==> src/ssrb_cfg.svh <==
`ifndef SSRB_CFG_SVH
`define SSRB_CFG_SVH

// ----------------------------------------
// register map
// ----------------------------------------
`define SSRB_NIMM 22
`define SSRB_ADR_VERSION 8'h00
`define SSRB_ADR_FIRST_COL 8'h01
`define SSRB_ADR_COL_COUNT 8'h04
`define SSRB_ADR_RSVD_A7 8'ha7
`define SSRB_ADR_EXP_LPF 8'ha8
`define SSRB_ADR_GAIN_PER 8'ha9
`define SSRB_ADR_RSVD_AA 8'haa
`define SSRB_ADR_GAIN_LPF 8'hab
`define SSRB_ADR_LOOP_EN 8'haf
`define SSRB_ADR_PIX_CNT 8'hb0
`define SSRB_ADR_LNK_MST 8'hb1
`define SSRB_ADR_LNK_SCK 8'hb2
`define SSRB_ADR_LNK_DAT 8'hb3
`define SSRB_ADR_LATENCY 8'hb4
`define SSRB_ADR_LNK_SYNC 8'hb5
`define SSRB_ADR_LNK_PAY 8'hb6
`define SSRB_ADR_STEREO_CTL 8'hb7
`define SSRB_ADR_STEREO_FLG 8'hb8
`define SSRB_ADR_LNK_RDBK 8'hb9
`define SSRB_ADR_GAIN_RDBK 8'hba
`define SSRB_ADR_EXP_RDBK 8'hbb
`define SSRB_ADR_CUR_BIN 8'hbc
`define SSRB_ADR_MAX_INT 8'hbd
`define SSRB_ADR_BIN_THR 8'hbe
`define SSRB_ADR_FLD_BLANK 8'hbf
`define SSRB_ADR_MON_CAP 8'hc0
`define SSRB_ADR_TEMP 8'hc1
`define SSRB_ADR_ANALOG 8'hc2
`define SSRB_ADR_TV_SYNC 8'hc3
`define SSRB_ADR_TV_HBLK 8'hc4
`define SSRB_ADR_TV_VBLK 8'hc5
`define SSRB_ADR_BYTE_ADR 8'hf0
`define SSRB_ADR_RSVD_F1 8'hf1
`define SSRB_ADR_LOCK 8'hfe
`define SSRB_ADR_VERSION2 8'hff

// ----------------------------------------
// window fields
// ----------------------------------------
`define SSRB_COL_W 10
`define SSRB_RST_FIRST_COL 10'h001
`define SSRB_RST_COL_COUNT 10'h2f0
`define SSRB_VERSION_ID 16'h5a01

// ----------------------------------------
// writable masks
// ----------------------------------------
`define SSRB_MSK_ALL 16'hffff
`define SSRB_MSK_B0 16'h0001
`define SSRB_MSK_B1 16'h0003
`define SSRB_MSK_B2 16'h0007
`define SSRB_MSK_B3 16'h000f
`define SSRB_MSK_LNK 16'h0017
`define SSRB_MSK_B7 16'h00ff
`define SSRB_MSK_B8 16'h01ff

// ----------------------------------------
// reset values
// ----------------------------------------
`define SSRB_RST_ZERO 16'h0000
`define SSRB_RST_TWO 16'h0002
`define SSRB_RST_LOOP_EN 16'h0003
`define SSRB_RST_PIX_CNT 16'habe0
`define SSRB_RST_LNK 16'h0010
`define SSRB_RST_MAX_INT 16'h01e0
`define SSRB_RST_BIN_THR 16'h0014
`define SSRB_RST_FLD_BLANK 16'h0016
`define SSRB_RST_MON_CAP 16'h000a
`define SSRB_RST_ANALOG 16'h0840
`define SSRB_RST_TV_SYNC 16'h3840
`define SSRB_RST_TV_HBLK 16'h4416
`define SSRB_RST_TV_VBLK 16'h4421
`define SSRB_RST_LOCK 16'hbeef

`endif

==> src/ssrb_pkg.sv <==
`include "ssrb_cfg.svh"

package ssrb_pkg;

    typedef struct packed {
        logic [`SSRB_COL_W-1:0] first_col;
        logic [`SSRB_COL_W-1:0] col_count;
    } ssrb_win_t;

    typedef struct packed {
        ssrb_win_t win;
        logic [`SSRB_NIMM-1:0][15:0] imm;
    } ssrb_ctl_t;

    typedef struct packed {
        logic stereo_err;
        logic [15:0] link_data;
        logic [6:0] gain;
        logic [15:0] exposure;
        logic [5:0] cur_bin;
        logic [9:0] temp;
    } ssrb_stat_t;

    typedef struct packed {
        logic wr;
        logic rd;
        logic [7:0] addr;
        logic [15:0] wdata;
    } ssrb_req_t;

    typedef struct packed {
        ssrb_win_t pend;
        ssrb_ctl_t live;
        logic [15:0] rdata;
        logic rvalid;
        logic loaded;
    } ssrb_state_t;

endpackage : ssrb_pkg

==> src/ssrb_bank.sv <==
`timescale 1ns/10ps
`include "ssrb_cfg.svh"

module ssrb_bank (
    // clock and reset
    input wire logic sys_clk,
    input wire logic resetn,
    // register access from the serial engine
    input ssrb_pkg::ssrb_req_t req,
    output logic [15:0] rdata,
    output logic rvalid,
    // frame timing
    input wire logic frame_start,
    output logic shadow_loaded,
    // sensor state readbacks
    input ssrb_pkg::ssrb_stat_t stat,
    // live settings
    output ssrb_pkg::ssrb_ctl_t ctl
);

    // ----------------------------------------
    // immediate register table
    // ----------------------------------------
    localparam int NIMM = `SSRB_NIMM;

    localparam logic [7:0] IMM_ADDR [NIMM] = '{
        `SSRB_ADR_EXP_LPF,
        `SSRB_ADR_GAIN_PER,
        `SSRB_ADR_GAIN_LPF,
        `SSRB_ADR_LOOP_EN,
        `SSRB_ADR_PIX_CNT,
        `SSRB_ADR_LNK_MST,
        `SSRB_ADR_LNK_SCK,
        `SSRB_ADR_LNK_DAT,
        `SSRB_ADR_LATENCY,
        `SSRB_ADR_LNK_SYNC,
        `SSRB_ADR_LNK_PAY,
        `SSRB_ADR_STEREO_CTL,
        `SSRB_ADR_MAX_INT,
        `SSRB_ADR_BIN_THR,
        `SSRB_ADR_FLD_BLANK,
        `SSRB_ADR_MON_CAP,
        `SSRB_ADR_ANALOG,
        `SSRB_ADR_TV_SYNC,
        `SSRB_ADR_TV_HBLK,
        `SSRB_ADR_TV_VBLK,
        `SSRB_ADR_BYTE_ADR,
        `SSRB_ADR_LOCK
    };

    localparam logic [15:0] IMM_MASK [NIMM] = '{
        `SSRB_MSK_B0,
        `SSRB_MSK_B3,
        `SSRB_MSK_B1,
        `SSRB_MSK_B1,
        `SSRB_MSK_ALL,
        `SSRB_MSK_B3,
        `SSRB_MSK_LNK,
        `SSRB_MSK_LNK,
        `SSRB_MSK_B1,
        `SSRB_MSK_B0,
        `SSRB_MSK_B0,
        `SSRB_MSK_B2,
        `SSRB_MSK_ALL,
        `SSRB_MSK_B7,
        `SSRB_MSK_B8,
        `SSRB_MSK_B7,
        `SSRB_MSK_ALL,
        `SSRB_MSK_ALL,
        `SSRB_MSK_ALL,
        `SSRB_MSK_ALL,
        `SSRB_MSK_ALL,
        `SSRB_MSK_ALL
    };

    localparam logic [15:0] IMM_RST [NIMM] = '{
        `SSRB_RST_ZERO,
        `SSRB_RST_TWO,
        `SSRB_RST_TWO,
        `SSRB_RST_LOOP_EN,
        `SSRB_RST_PIX_CNT,
        `SSRB_RST_TWO,
        `SSRB_RST_LNK,
        `SSRB_RST_LNK,
        `SSRB_RST_ZERO,
        `SSRB_RST_ZERO,
        `SSRB_RST_ZERO,
        `SSRB_RST_ZERO,
        `SSRB_RST_MAX_INT,
        `SSRB_RST_BIN_THR,
        `SSRB_RST_FLD_BLANK,
        `SSRB_RST_MON_CAP,
        `SSRB_RST_ANALOG,
        `SSRB_RST_TV_SYNC,
        `SSRB_RST_TV_HBLK,
        `SSRB_RST_TV_VBLK,
        `SSRB_RST_ZERO,
        `SSRB_RST_LOCK
    };

    localparam logic [15:0] VERSION_ID = `SSRB_VERSION_ID; // arbitrary value
    localparam int PAD = 16 - `SSRB_COL_W;

    // ----------------------------------------
    // state
    // ----------------------------------------
    ssrb_pkg::ssrb_state_t st;
    ssrb_pkg::ssrb_state_t next_st;

    // ----------------------------------------
    // next state
    // ----------------------------------------
    always_comb begin
        logic [15:0] rd_val;
        logic hit;
        rd_val = '0;
        hit = 1'b0;
        next_st = st;
        next_st.rvalid = 1'b0;
        next_st.loaded = 1'b0;

        // frame start: whole window set moves at once
        if (frame_start) begin
            next_st.live.win = st.pend;
            next_st.loaded = 1'b1;
        end

        // host writes
        if (req.wr) begin
            unique case (req.addr)
                `SSRB_ADR_FIRST_COL: begin
                    next_st.pend.first_col =
                        req.wdata[`SSRB_COL_W-1:0];
                end
                `SSRB_ADR_COL_COUNT: begin
                    next_st.pend.col_count =
                        req.wdata[`SSRB_COL_W-1:0];
                end
                default: begin
                    for (int i = 0; i < NIMM; i++) begin
                        if (req.addr == IMM_ADDR[i]) begin
                            next_st.live.imm[i] =
                                req.wdata & IMM_MASK[i];
                        end
                    end
                end
            endcase
        end

        // host reads
        if (req.rd) begin
            unique case (req.addr)
                `SSRB_ADR_VERSION, `SSRB_ADR_VERSION2: begin
                    rd_val = VERSION_ID;
                end
                `SSRB_ADR_FIRST_COL: begin
                    rd_val = {{PAD{1'b0}}, st.pend.first_col};
                end
                `SSRB_ADR_COL_COUNT: begin
                    rd_val = {{PAD{1'b0}}, st.pend.col_count};
                end
                `SSRB_ADR_STEREO_FLG: begin
                    rd_val = {15'h0000, stat.stereo_err};
                end
                `SSRB_ADR_LNK_RDBK: begin
                    rd_val = stat.link_data;
                end
                `SSRB_ADR_GAIN_RDBK: begin
                    rd_val = {9'h000, stat.gain};
                end
                `SSRB_ADR_EXP_RDBK: begin
                    rd_val = stat.exposure;
                end
                `SSRB_ADR_CUR_BIN: begin
                    rd_val = {10'h000, stat.cur_bin};
                end
                `SSRB_ADR_TEMP: begin
                    rd_val = {6'h00, stat.temp};
                end
                default: begin
                    for (int i = 0; i < NIMM; i++) begin
                        if (req.addr == IMM_ADDR[i]) begin
                            rd_val = st.live.imm[i];
                            hit = 1'b1;
                        end
                    end
                    if (!hit) begin
                        rd_val = '0;
                    end
                end
            endcase
            next_st.rdata = rd_val;
            next_st.rvalid = 1'b1;
        end
    end

    // ----------------------------------------
    // registers
    // ----------------------------------------
    always_ff @(posedge sys_clk or negedge resetn) begin
        if (!resetn) begin
            st.pend.first_col <= `SSRB_RST_FIRST_COL;
            st.pend.col_count <= `SSRB_RST_COL_COUNT;
            st.live.win.first_col <= `SSRB_RST_FIRST_COL;
            st.live.win.col_count <= `SSRB_RST_COL_COUNT;
            for (int i = 0; i < NIMM; i++) begin
                st.live.imm[i] <= IMM_RST[i];
            end
            st.rdata <= '0;
            st.rvalid <= 1'b0;
            st.loaded <= 1'b0;
        end else begin
            st <= next_st;
        end
    end

    // ----------------------------------------
    // outputs
    // ----------------------------------------
    assign rdata = st.rdata;
    assign rvalid = st.rvalid;
    assign shadow_loaded = st.loaded;
    assign ctl = st.live;

    logic [`SSRB_COL_W-1:0] wr_col;
    logic wr_first;
    logic rd_first;
    logic wr_loop;
    assign wr_col = req.wdata[`SSRB_COL_W-1:0];
    assign wr_first = req.wr && req.addr == `SSRB_ADR_FIRST_COL;
    assign rd_first = req.rd && req.addr == `SSRB_ADR_FIRST_COL;
    assign wr_loop = req.wr && req.addr == `SSRB_ADR_LOOP_EN;

    // ----------------------------------------
    // further checks
    // ----------------------------------------
    logic wr_count;
    logic rd_count;
    logic wr_rsvd;
    logic rd_flag;
    logic rd_gain;
    logic rd_temp;
    logic rd_version;
    assign wr_count = req.wr && req.addr == `SSRB_ADR_COL_COUNT;
    assign rd_count = req.rd && req.addr == `SSRB_ADR_COL_COUNT;
    assign wr_rsvd = req.wr && req.addr == `SSRB_ADR_RSVD_A7;
    assign rd_flag = req.rd && req.addr == `SSRB_ADR_STEREO_FLG;
    assign rd_gain = req.rd && req.addr == `SSRB_ADR_GAIN_RDBK;
    assign rd_temp = req.rd && req.addr == `SSRB_ADR_TEMP;
    assign rd_version = req.rd && (req.addr == `SSRB_ADR_VERSION
                                   || req.addr == `SSRB_ADR_VERSION2);
endmodule : ssrb_bank

==> config.mk <==
export PLATFORM = sky130hd
export DESIGN_NAME = ssrb_bank
export DESIGN_NICKNAME = d
export VERILOG_FILES = /design/src/ssrb_pkg.sv /design/src/ssrb_bank.sv
export VERILOG_INCLUDE_DIRS = /design/src
export SDC_FILE = /design/constraint.sdc
export NUM_CORES = 1
export LEC_CHECK = 0
export ABC_AREA = 0
export BUFFER_PORTS_ARGS = -buffer_cell sky130_fd_sc_hd__buf_2
export CAP_MARGIN = 40
export CORE_MARGIN = 2
export CORE_UTILIZATION = 30
export DETAILED_ROUTE_END_ITERATION = 7
export GPL_ROUTABILITY_DRIVEN = 0
export SYNTH_ARGS = -nofsm -noshare
export SYNTH_HDL_FRONTEND = slang
export SYNTH_SLANG_ARGS = --single-unit
==> constraint.sdc <==
create_clock -name sys_clk -period 4.4 [get_ports sys_clk]
set_input_delay 0 -clock sys_clk [delete_from_list [all_inputs] [get_ports sys_clk]]
set_output_delay 0 -clock sys_clk [all_outputs]
set_load 0.02 [all_outputs]
==> flow_summary.toml, run 1 <==
[placement]
dp.cells = 2007
io_buffers = 303
detailed_place_hpwl_mm = 43.2

[worst_setup_path]
cpMostUsedCell = "dlygate4sd3_1"
regToRegSetupSlack_ns = 1.94
end_kind = "flip-flop"
crit_fanout = 23
rr_startpoint = "st[405]$_DFFE_PN0P_"
r2r_cells = 6
required_ns = 4.89
crit_chain = "buf_2, buf_4, nor2b_1, nand2_1, nor2_1, a22oi_1, nand3_1, dlygate4sd3_1, o32a_1, dlygate4sd3_1"
start_kind = "input port"
critPathKind = "input port to flip-flop"
arrival_ns = 3.51
critPathMaxStageDelay_ns = 0.60
critPathSlowestCell = "dlygate4sd3_1"
reg2reg_to = "rdata[5]$_DFFE_PN0P_"

[route]
dr_wl_met3_mm = 5.56
drc = 0
postRouteAntennaNets = 0
first_pass_iters = 6
avgRoutedWirePerCell_um = 26.7
via_count = 10700
dr.max_layer_used = "met5"
drt-total-wl_mm = 56.1
drt-met1-wl_mm = 22.3
viasPerCell = 5.07
wl_met2_mm = 25.8
drt_iter0_markers = 1123

[global_routing]
overflow = 0
grt_max_degree = 96
grt_pass1_wl_mm = 77.5
antenna_found_initial = 12
grt_usage_pct = 21.3
grt_pass1_vias = 10100

[cts]
ctsRootBufferMaster = "clkbuf_16"
cts_tree = "done"
numClockSinks = 239
clock_insertion_delay_worst_skew_ns = 0.55
path_clk_slew_ns = 0.07
numCtsBuffers = 26
h-tree-depth = 1
post-cts-setup-buffers = 0
clockBufferDepth = 3

[hold_path]
min_from = "stat[18]"
min_to = "rdata[2]$_DFFE_PN0P_"
hold_path_class = "input port to flip-flop"
holdPathStages = 4

[logic_synthesis]
synth-seq-cells = 239
synth_mux_area_share_pct = 18.6
yosys_warnings = 0
synthArstFlopShare_pct = 100
ys_types = 79
synth_edf_count = 0
synth_area_um2 = 14700
yosys.area_share.adder_pct = 0
synthXorXnorAreaFrac_pct = 0
synth_top_family_by_area = "buffers and inverters"
synth-compound-area-share_pct = 9.53
synthCells = 1347
ys.flop_type = "dfrtp_1"
avgSynthCellArea_um2 = 10.9
synthSimpleGateAreaFrac_pct = 8.31
ys_seq_area_share_pct = 41.2

[sta]
setup_viol = 0
slew_viol_final = 0
period_share_pct = 68.6
whs_ns = 0.0166
tightest_slew_ns = 0.834
slew-limit-headroom_pct = 44.4
finalHoldViolCount = 0
fmax_ghz = 0.331
grt_setup_unrepaired = "no"
min_period_ns = 3.02
fin_worst_skew_ns = 0.0124
tns_ns = 0

[power_and_ir_drop]
peakVddDrop_v = 0.000244
power.density_nw_per_um2 = 356
power.leakage_nw = 7.92
finalPower_mw = 5.66

[floorplan]
die_h_um = 225
pin_count = 475
core.rowCount = 81
die_w_um = 225
initial_core_util_pct = 30.2
core_area_um2 = 48600
die-area_um2 = 50800

[cells_and_area]
areaGrowthSynthToFinish_pct = 8.16
fillers = 4979
finalNonFillerCells = 2100
drive_gt1_share_pct = 45.4
finalNetCount = 1538

[outcome]
status = "finished clean"

[run]
drv_cap = 0
-- stage by stage --
stage | setup WS, ns | area (um^2) | utilization, %
after global routing | 1.24 | 15900 | 32.7
after detailed placement | 1.51 | 14600 | 30.0
final | 1.38 | 15900 | 32.7
after CTS | 1.44 | 15900 | 32.7
after global placement | 1.25 | 14500 | 29.9
after floorplan | 2.62 | 15300 | -
-- area by class of cell --
| class | instances | area, um^2 | area share (%) |
|---|---|---|---|
| multi-input cells | 817 | 6020 | 37.9 |
| repair buffers | 364 | 2090 | 13.2 |
| clock buffers | 35 | 746 | 4.69 |
| clock inverters | 12 | 169 | 1.06 |
| inverters | 5 | 18.8 | 0.118 |
| diodes | 6 | 15.0 | 0.0944 |
| well taps | 622 | 778 | 4.89 |
| flip-flops and latches | 239 | 6060 | 38.1 |
-- cell families after synthesis --
logic type,count (synthesis)
compound gates,192
other cells,1
simple gates,211
buf+inv,461
mux,243
flops,239
-- cell usage after synthesis (16+ instances only) --
cell	instances	area [um^2]
mux2_2	202	2270
buf_4	397	2980
dfstp_2	66	1730
nor2_1	59	221
nor3_1	20	100
clkbuf_1	24	90.1
buf_2	25	125
nand3_1	20	100
a21oi_1	30	150
a31oi_1	19	119
a221oi_1	16	140
dfrtp_1	173	4330
mux2_1	29	327
nand2_1	30	113
a22oi_1	22	165
o22ai_1	22	138
-- worst max-delay path by stage --
stage / start / to / slack, ns
floorplan: req[17] / ctl[310]$_DFFE_PN0P_ / 2.62
global placement: req[19] / ctl[263]$_DFFE_PN0P_ / 1.25
detailed placement: req[18] / ctl[329]$_DFFE_PN0P_ / 1.51
CTS: req[16] / rdata[5]$_DFFE_PN0P_ / 1.44
global route: req[16] / rdata[5]$_DFFE_PN0P_ / 1.24
finish: req[16] / rdata[5]$_DFFE_PN0P_ / 1.38
-- per-layer routing --
layer  track usage (%)  vias to the layer above
li1                  -                     4490
met1              26.5                     5409
met2              33.8                      625
met3              7.09                      127
met4              9.25                        6
met5                 0                        -
-- timing repair --
item                                   in CTS  in global routing
hold buffers                               40                  0
endpoints found under the hold margin     220                  0
resized for setup                           0                  0
-- worst max-delay path: cells and delay by family --
family,cells,cell delay (ns)
buffers and inverters,4,1.92
AND/OR/NAND/NOR,4,1.23
AO/OA/AOI/OAI,2,0.32
-- cells in the final DEF, fill, tap and decap left out, drive strengths merged, types with 4 or more instances in the layout --
cell type	n
o21ai	10
o211ai	6
buf	324
a211oi	6
o32ai	4
clkbuf	35
dfstp	66
nand2b	7
nor2b	5
a21oi	30
a221o	11
o22ai	22
conb	171
nor3	22
nor4	6
nor2	64
nor3b	6
a22oi	22
clkinv	6
nand3	22
diode	6
a22o	6
a31oi	19
bufinv	4
a221oi	16
mux2	231
nand2	41
dlygate4sd3	40
o221ai	9
mux2i	11
dfrtp	173
nand4	7
a211o	4
inv	5
-- report_power, final --
| group | internal [mW] | switching [mW] | total [mW] |
|---|---|---|---|
| clock network | 1.42 | 0.942 | 2.36 |
| registers | 2.33 | 0.0966 | 2.43 |
| logic | 0.254 | 0.613 | 0.868 |
| total | 4.01 | 1.65 | 5.66 |
-- registers in the layout (all words and copies together), names as in the netlist --
| signal | count |
|---|---|
| st | 20 |
| ctl | 201 |
| shadow_loaded | 1 |
| rdata | 16 |
| rvalid | 1 |
No activity file was read; power rests on OpenSTA's default activity.
==> run 2, diff against run 1 <==
==> constraint.sdc (replaced) <==
create_clock -name sys_clk -period 2.86 [get_ports sys_clk]
set_input_delay 0 -clock sys_clk [delete_from_list [all_inputs] [get_ports sys_clk]]
set_output_delay 0 -clock sys_clk [all_outputs]
set_load 0.02 [all_outputs]
==> run 2 against run 1 <==
  * Final area grew 1.2%
  * Register-to-register slack lost 1.5 ns
  * Combinational power grew 56%
  * Via count grew 2.3%
  * Clock-buffer cell count grew 3
  * Die area is the same
  * Critical path type unchanged
  * Critical path depth shrank 2
  * Highest routed layer is now met4
  * Non-clock buffer count grew 24
==> flow_summary.toml, run 2 (same netlist as run 1, synthesis figures left out) <==
[outcome]
status = "finished clean"

[placement]
post_dp_cell_area_um2 = 14800
detailed_place_hpwl_mm = 44.2
place_ws_ns = 0.199
io_buffers = 303

[cells_and_area]
fillers = 4969
final_common_cell = "buf_2"
areaGrowthSynthToFinish_pct = 9.49
largest_register_ffs = 201
diodes = 0
fin_area_um2 = 16100
finalNetCount = 1563
mostFrequentLayoutCells = "buf_2 (302), mux2_2 (202), dfrtp_1 (173), conb_1 (171), dfstp_2 (66)"
drive_gt1_share_pct = 46.3

[sta]
period_share_pct = 93.7
slew-limit-headroom_pct = 42.4
fin_worst_skew_ns = 0.0146
whs_ns = 0.0190
finalHoldViolCount = 0
min_period_ns = 2.68
tightest_slew_ns = 0.862
tns_ns = 0
slew_viol_final = 0
fmax_ghz = 0.373
timing.final.ws_setup_ns = 0.180
grt_setup_unrepaired = "no"
setup_viol = 0

[floorplan]
die_h_um = 225
core.rowCount = 81
pin_count = 475
die_w_um = 225
initial_core_util_pct = 30.2
die-area_um2 = 50800
core_area_um2 = 48600

[worst_setup_path]
crit_fanout = 25
critPathMaxStageDelay_ns = 0.56
critPathSlowestCell = "dlygate4sd3_1"
cpMostUsedCell = "dlygate4sd3_1"
rr_startpoint = "st[405]$_DFFE_PN0P_"
end_kind = "flip-flop"
regToRegSetupSlack_ns = 0.45
reg2reg_to = "rdata[5]$_DFFE_PN0P_"
critPathKind = "input port to flip-flop"
start_kind = "input port"
required_ns = 3.30
arrival_ns = 3.12
r2r_cells = 6
crit_chain = "dlygate4sd3_1, buf_2, inv_1, a31oi_1, nand3_1, dlygate4sd3_1, o32a_1, dlygate4sd3_1"

[route]
viasPerCell = 5.14
avgRoutedWirePerCell_um = 27.0
drt_iter0_markers = 1099
first_pass_iters = 7
postRouteAntennaNets = 0
drt-total-wl_mm = 57.1
via_count = 10900
drc = 0

[cts]
clock_insertion_delay_worst_skew_ns = 0.56
h-tree-depth = 1
clockBufferDepth = 3
path_clk_slew_ns = 0.06
cts_tree = "done"
post-cts-setup-buffers = 0
numClockSinks = 239
ctsRootBufferMaster = "clkbuf_16"
numCtsBuffers = 27

[power_and_ir_drop]
power.leakage_nw = 8.04
power.density_nw_per_um2 = 546
p_sw_share_pct = 29.5
clkPwrFrac_pct = 41.9
peakVddDrop_v = 0.000430
p_seq_share_pct = 42.7
p_int_mw = 6.20
pwr-share-comb_pct = 15.4
power_switching_mw = 2.60

[global_routing]
antenna_found_initial = 1
overflow = 0
grt_pass1_wl_mm = 79.0
grt_usage_pct = 21.7
grt_pass1_vias = 10500
grt_max_degree = 78

[run]
drv_cap = 0

[hold_path]
hold_path_class = "input port to async pin"
==> run 2: cell count changes in the layout (fill, tap and decap cells not counted), sizes merged <==
cell	change
buf	+24
clkinv	-2
clkbuf	+3
clkinvlp	+1
diode	-6
==> run 2: power groups by stage <==
| stage | Combinational (mW) | Clock (mW) | Sequential (mW) |
|---|---|---|---|
| 6_report | 1.35 | 3.69 | 3.75 |
| 4_1_cts | 1.36 | 3.74 | 3.75 |
| 3_3_place_gp | 1.30 | 0 | 3.80 |
| 2_1_floorplan | 1.17 | 0 | 3.73 |
| 5_1_grt | 1.44 | 3.89 | 3.77 |
| 3_5_place_dp | 1.31 | 0 | 3.81 |
==> run 2: worst max-delay path by stage <==
stage,slack [ns],from,cells after the start,endpoint
after detailed placement,0.20,req[19],7,ctl[263]$_DFFE_PN0P_
final,0.18,req[24],8,rdata[5]$_DFFE_PN0P_
after global placement,0.30,req[16],7,ctl[263]$_DFFE_PN0P_
after floorplan,1.08,req[17],9,ctl[310]$_DFFE_PN0P_
after global routing,0.11,req[24],8,rdata[5]$_DFFE_PN0P_
after CTS,0.19,req[16],9,rdata[5]$_DFFE_PN0P_
==> run 2: through the flow <==
| step | std cells | util (%) | power, mW |
|---|---|---|---|
| 3_3_place_gp | 2031 | 30.4 | 5.10 |
| 6_report | 2120 | 33.1 | 8.80 |
| 2_1_floorplan | 1517 | - | 4.90 |
| 5_1_grt | 2120 | 33.1 | 9.10 |
| 4_1_cts | 2120 | 33.1 | 8.84 |
| 3_5_place_dp | 2031 | 30.4 | 5.12 |
==> run 2: area by class of cell <==
cell class | instances | area (um^2) | share of cell area (%)
Timing Repair Buffer | 388 | 2290 | 14.2
Clock buffer | 38 | 757 | 4.70
Tap cell | 622 | 778 | 4.83
Multi-Input combinational cell | 817 | 6030 | 37.4
Clock inverter | 11 | 170 | 1.06
Inverter | 5 | 18.8 | 0.117
Sequential cell | 239 | 6060 | 37.7
==> run 2: timing repair <==
| action | CTS | global route |
|---|---|---|
| endpoints found under the hold margin | 208 | 0 |
| resized for setup | 0 | 1 |
| hold buffers | 40 | 0 |
| endpoints found under the setup margin | 0 | 1 |
==> run 2: layer usage <==
metal  wire, um  GRT usage (%)
met1      21900           26.5
met2      27000           35.9
met3       5990           6.78
met4       2260           7.90
met5          0              0
==> run 2: critical path, delay by kind of cell <==
family | cells | cell delay [ns]
buffers and inverters | 5 | 2.50
and+or+nand+nor | 1 | 0.09
AOI/OAI and AO/OA | 2 | 0.51
==> run 3, diff against run 2 <==
--- a/config.mk
+++ b/config.mk
@@ -9,6 +9,7 @@
 export ABC_AREA = 0
 export BUFFER_PORTS_ARGS = -buffer_cell sky130_fd_sc_hd__buf_2
 export CAP_MARGIN = 40
+export CORE_ASPECT_RATIO = 1.1
 export CORE_MARGIN = 2
 export CORE_UTILIZATION = 30
 export DETAILED_ROUTE_END_ITERATION = 7
==> run 3 against run 2 <==
  * Clock-buffer cell count unchanged
  * Critical path depth unchanged
  * Core utilization decreased by 0.29 points
  * Wire length decreased by 1.2%
  * Sequential share of layout area increased by 0.29 points
  * Non-clock buffer count decreased by 7
  * Clock power decreased by 9.2%
  * First-iteration DRC count decreased by 33%
  * Setup slack improved by 0.21 ns
  * Die area about the same
  * Sequential power about the same
  * Fmax increased by 8.7%
  * Critical endpoint is now rdata[1]$_DFFE_PN0P_
  * Largest cell class unchanged
==> flow_summary.toml, run 3 (same netlist as run 1, synthesis figures left out) <==
[outcome]
status = "finished clean"

[cts]
numClockSinks = 239
path_clk_slew_ns = 0.06
ctsRootBufferMaster = "clkbuf_16"
clockBufferDepth = 3
postCtsHoldBufs = 38
ctsResizeCount = 0
numCtsBuffers = 26
h-tree-depth = 1
cts_tree = "done"
clock_insertion_delay_worst_skew_ns = 0.56
post-cts-setup-buffers = 0

[power_and_ir_drop]
power.leakage_nw = 7.97
p_int_mw = 5.87
p_seq_share_pct = 44.4
power_switching_mw = 2.57
power.density_nw_per_um2 = 528
clkPwrFrac_pct = 39.6
pwr-share-comb_pct = 16.0
peakVddDrop_v = 0.000450
p_sw_share_pct = 30.4

[sta]
period_share_pct = 86.2
setup_viol = 0
fin_worst_skew_ns = 0.0106
fmax_ghz = 0.405
min_period_ns = 2.47
grt_setup_unrepaired = "no"
finalHoldViolCount = 0
slew_viol_final = 0
tightest_slew_ns = 0.842
timing.final.ws_setup_ns = 0.393
whs_ns = 0.0111
tns_ns = 0
slew-limit-headroom_pct = 43.9

[global_routing]
grt_usage_pct = 21.5
grt_pass1_wl_mm = 79.4
grt_pass1_vias = 10500
grt_max_degree = 98
overflow = 0
antenna_found_initial = 3

[placement]
detailed_place_hpwl_mm = 43.5
place_ws_ns = 0.0399
post_dp_cell_area_um2 = 14800
io_buffers = 303
dp.cells = 2056

[worst_setup_path]
required_ns = 3.34
crit_path_end = "rdata[1]$_DFFE_PN0P_"
rr_startpoint = "st[401]$_DFFE_PN0P_"
critPathKind = "input port to flip-flop"
arrival_ns = 2.94
r2r_cells = 7
crit_fanout = 17
reg2reg_to = "rdata[1]$_DFFE_PN0P_"
cp-startpoint = "req[16]"
regToRegSetupSlack_ns = 0.52
end_kind = "flip-flop"
start_kind = "input port"

[floorplan]
core.rowCount = 85
initial_core_util_pct = 30.2
core_area_um2 = 48700
die_h_um = 236
die-area_um2 = 50800
die_w_um = 215
pin_count = 475

[route]
drc = 0
via_count = 10800
avgRoutedWirePerCell_um = 26.4
first_pass_iters = 5
viasPerCell = 5.02
drt-total-wl_mm = 56.4
drt_iter0_markers = 739
postRouteAntennaNets = 0

[hold_path]
hold_path_class = "input port to flip-flop"

[run]
drv_cap = 0

[cells_and_area]
fin_area_um2 = 16000
final_common_cell = "buf_2"
finalNetCount = 1555
diodes = 0
drive_gt1_share_pct = 45.8
areaGrowthSynthToFinish_pct = 8.67
mostFrequentLayoutCells = "buf_2 (302), mux2_2 (202), dfrtp_1 (173), conb_1 (171), dfstp_2 (66)"
largest_register_ffs = 201
finalNonFillerCells = 2142
[run 3: per-stage QoR]
stage          power, mW  utilization (%)
3_3_place_gp        5.09             30.3
5_1_grt             8.73             32.8
3_5_place_dp        5.11             30.3
2_1_floorplan       4.90                -
4_1_cts             8.49             32.8
6_report            8.44             32.8
[run 3: power by group through the flow]
stage	logic, mW	clock network [mW]	registers [mW]
after CTS	1.35	3.40	3.75
final	1.35	3.35	3.75
after detailed placement	1.31	0	3.80
after global placement	1.29	0	3.80
after global routing	1.42	3.54	3.77
after floorplan	1.17	0	3.73
[run 3: cell type report]
| class | instances | area (um^2) |
|---|---|---|
| clock buffers | 38 | 737 |
| flip-flops and latches | 239 | 6060 |
| repair buffers | 381 | 2240 |
| well taps | 652 | 816 |
| inverters | 5 | 18.8 |
| fillers | 4968 | 32700 |
| clock inverters | 10 | 82.6 |
| multi-input cells | 817 | 6020 |
[run 3: worst min-delay path by stage]
stage | from | endpoint | slack, ns | depth (start not counted)
floorplan | resetn | ctl[0]$_DFFE_PN0P_ | -0.30 | 0
global placement | resetn | ctl[203]$_DFFE_PN0P_ | 0.1 | 1
detailed placement | resetn | rdata[12]$_DFFE_PN0P_ | 0.10 | 1
CTS | stat[44] | rdata[5]$_DFFE_PN0P_ | 0.00005 | 4
global route | stat[44] | rdata[5]$_DFFE_PN0P_ | 0.004 | 4
finish | req[25] | ctl[160]$_DFFE_PN0P_ | 0.01 | 4
[run 3: metal layers]
metal | global-route usage [%] | up-vias | part of all wire, %
li1 | - | 4507 | -
met1 | 24.9 | 5439 | 38
met2 | 37.6 | 661 | 49
met3 | 5.22 | 141 | 8.0
met4 | 9.49 | 4 | 4.9
met5 | 0 | - | 0.046
[run 3: worst max-delay path, cell delays in order]
cell and delay, ns:
buf_2 0.37, buf_4 0.39, nand2_1 0.37, nor3_2 0.50, buf_4 0.32, a221oi_1 0.15
dlygate4sd3_1 0.66, o22ai_1 0.15
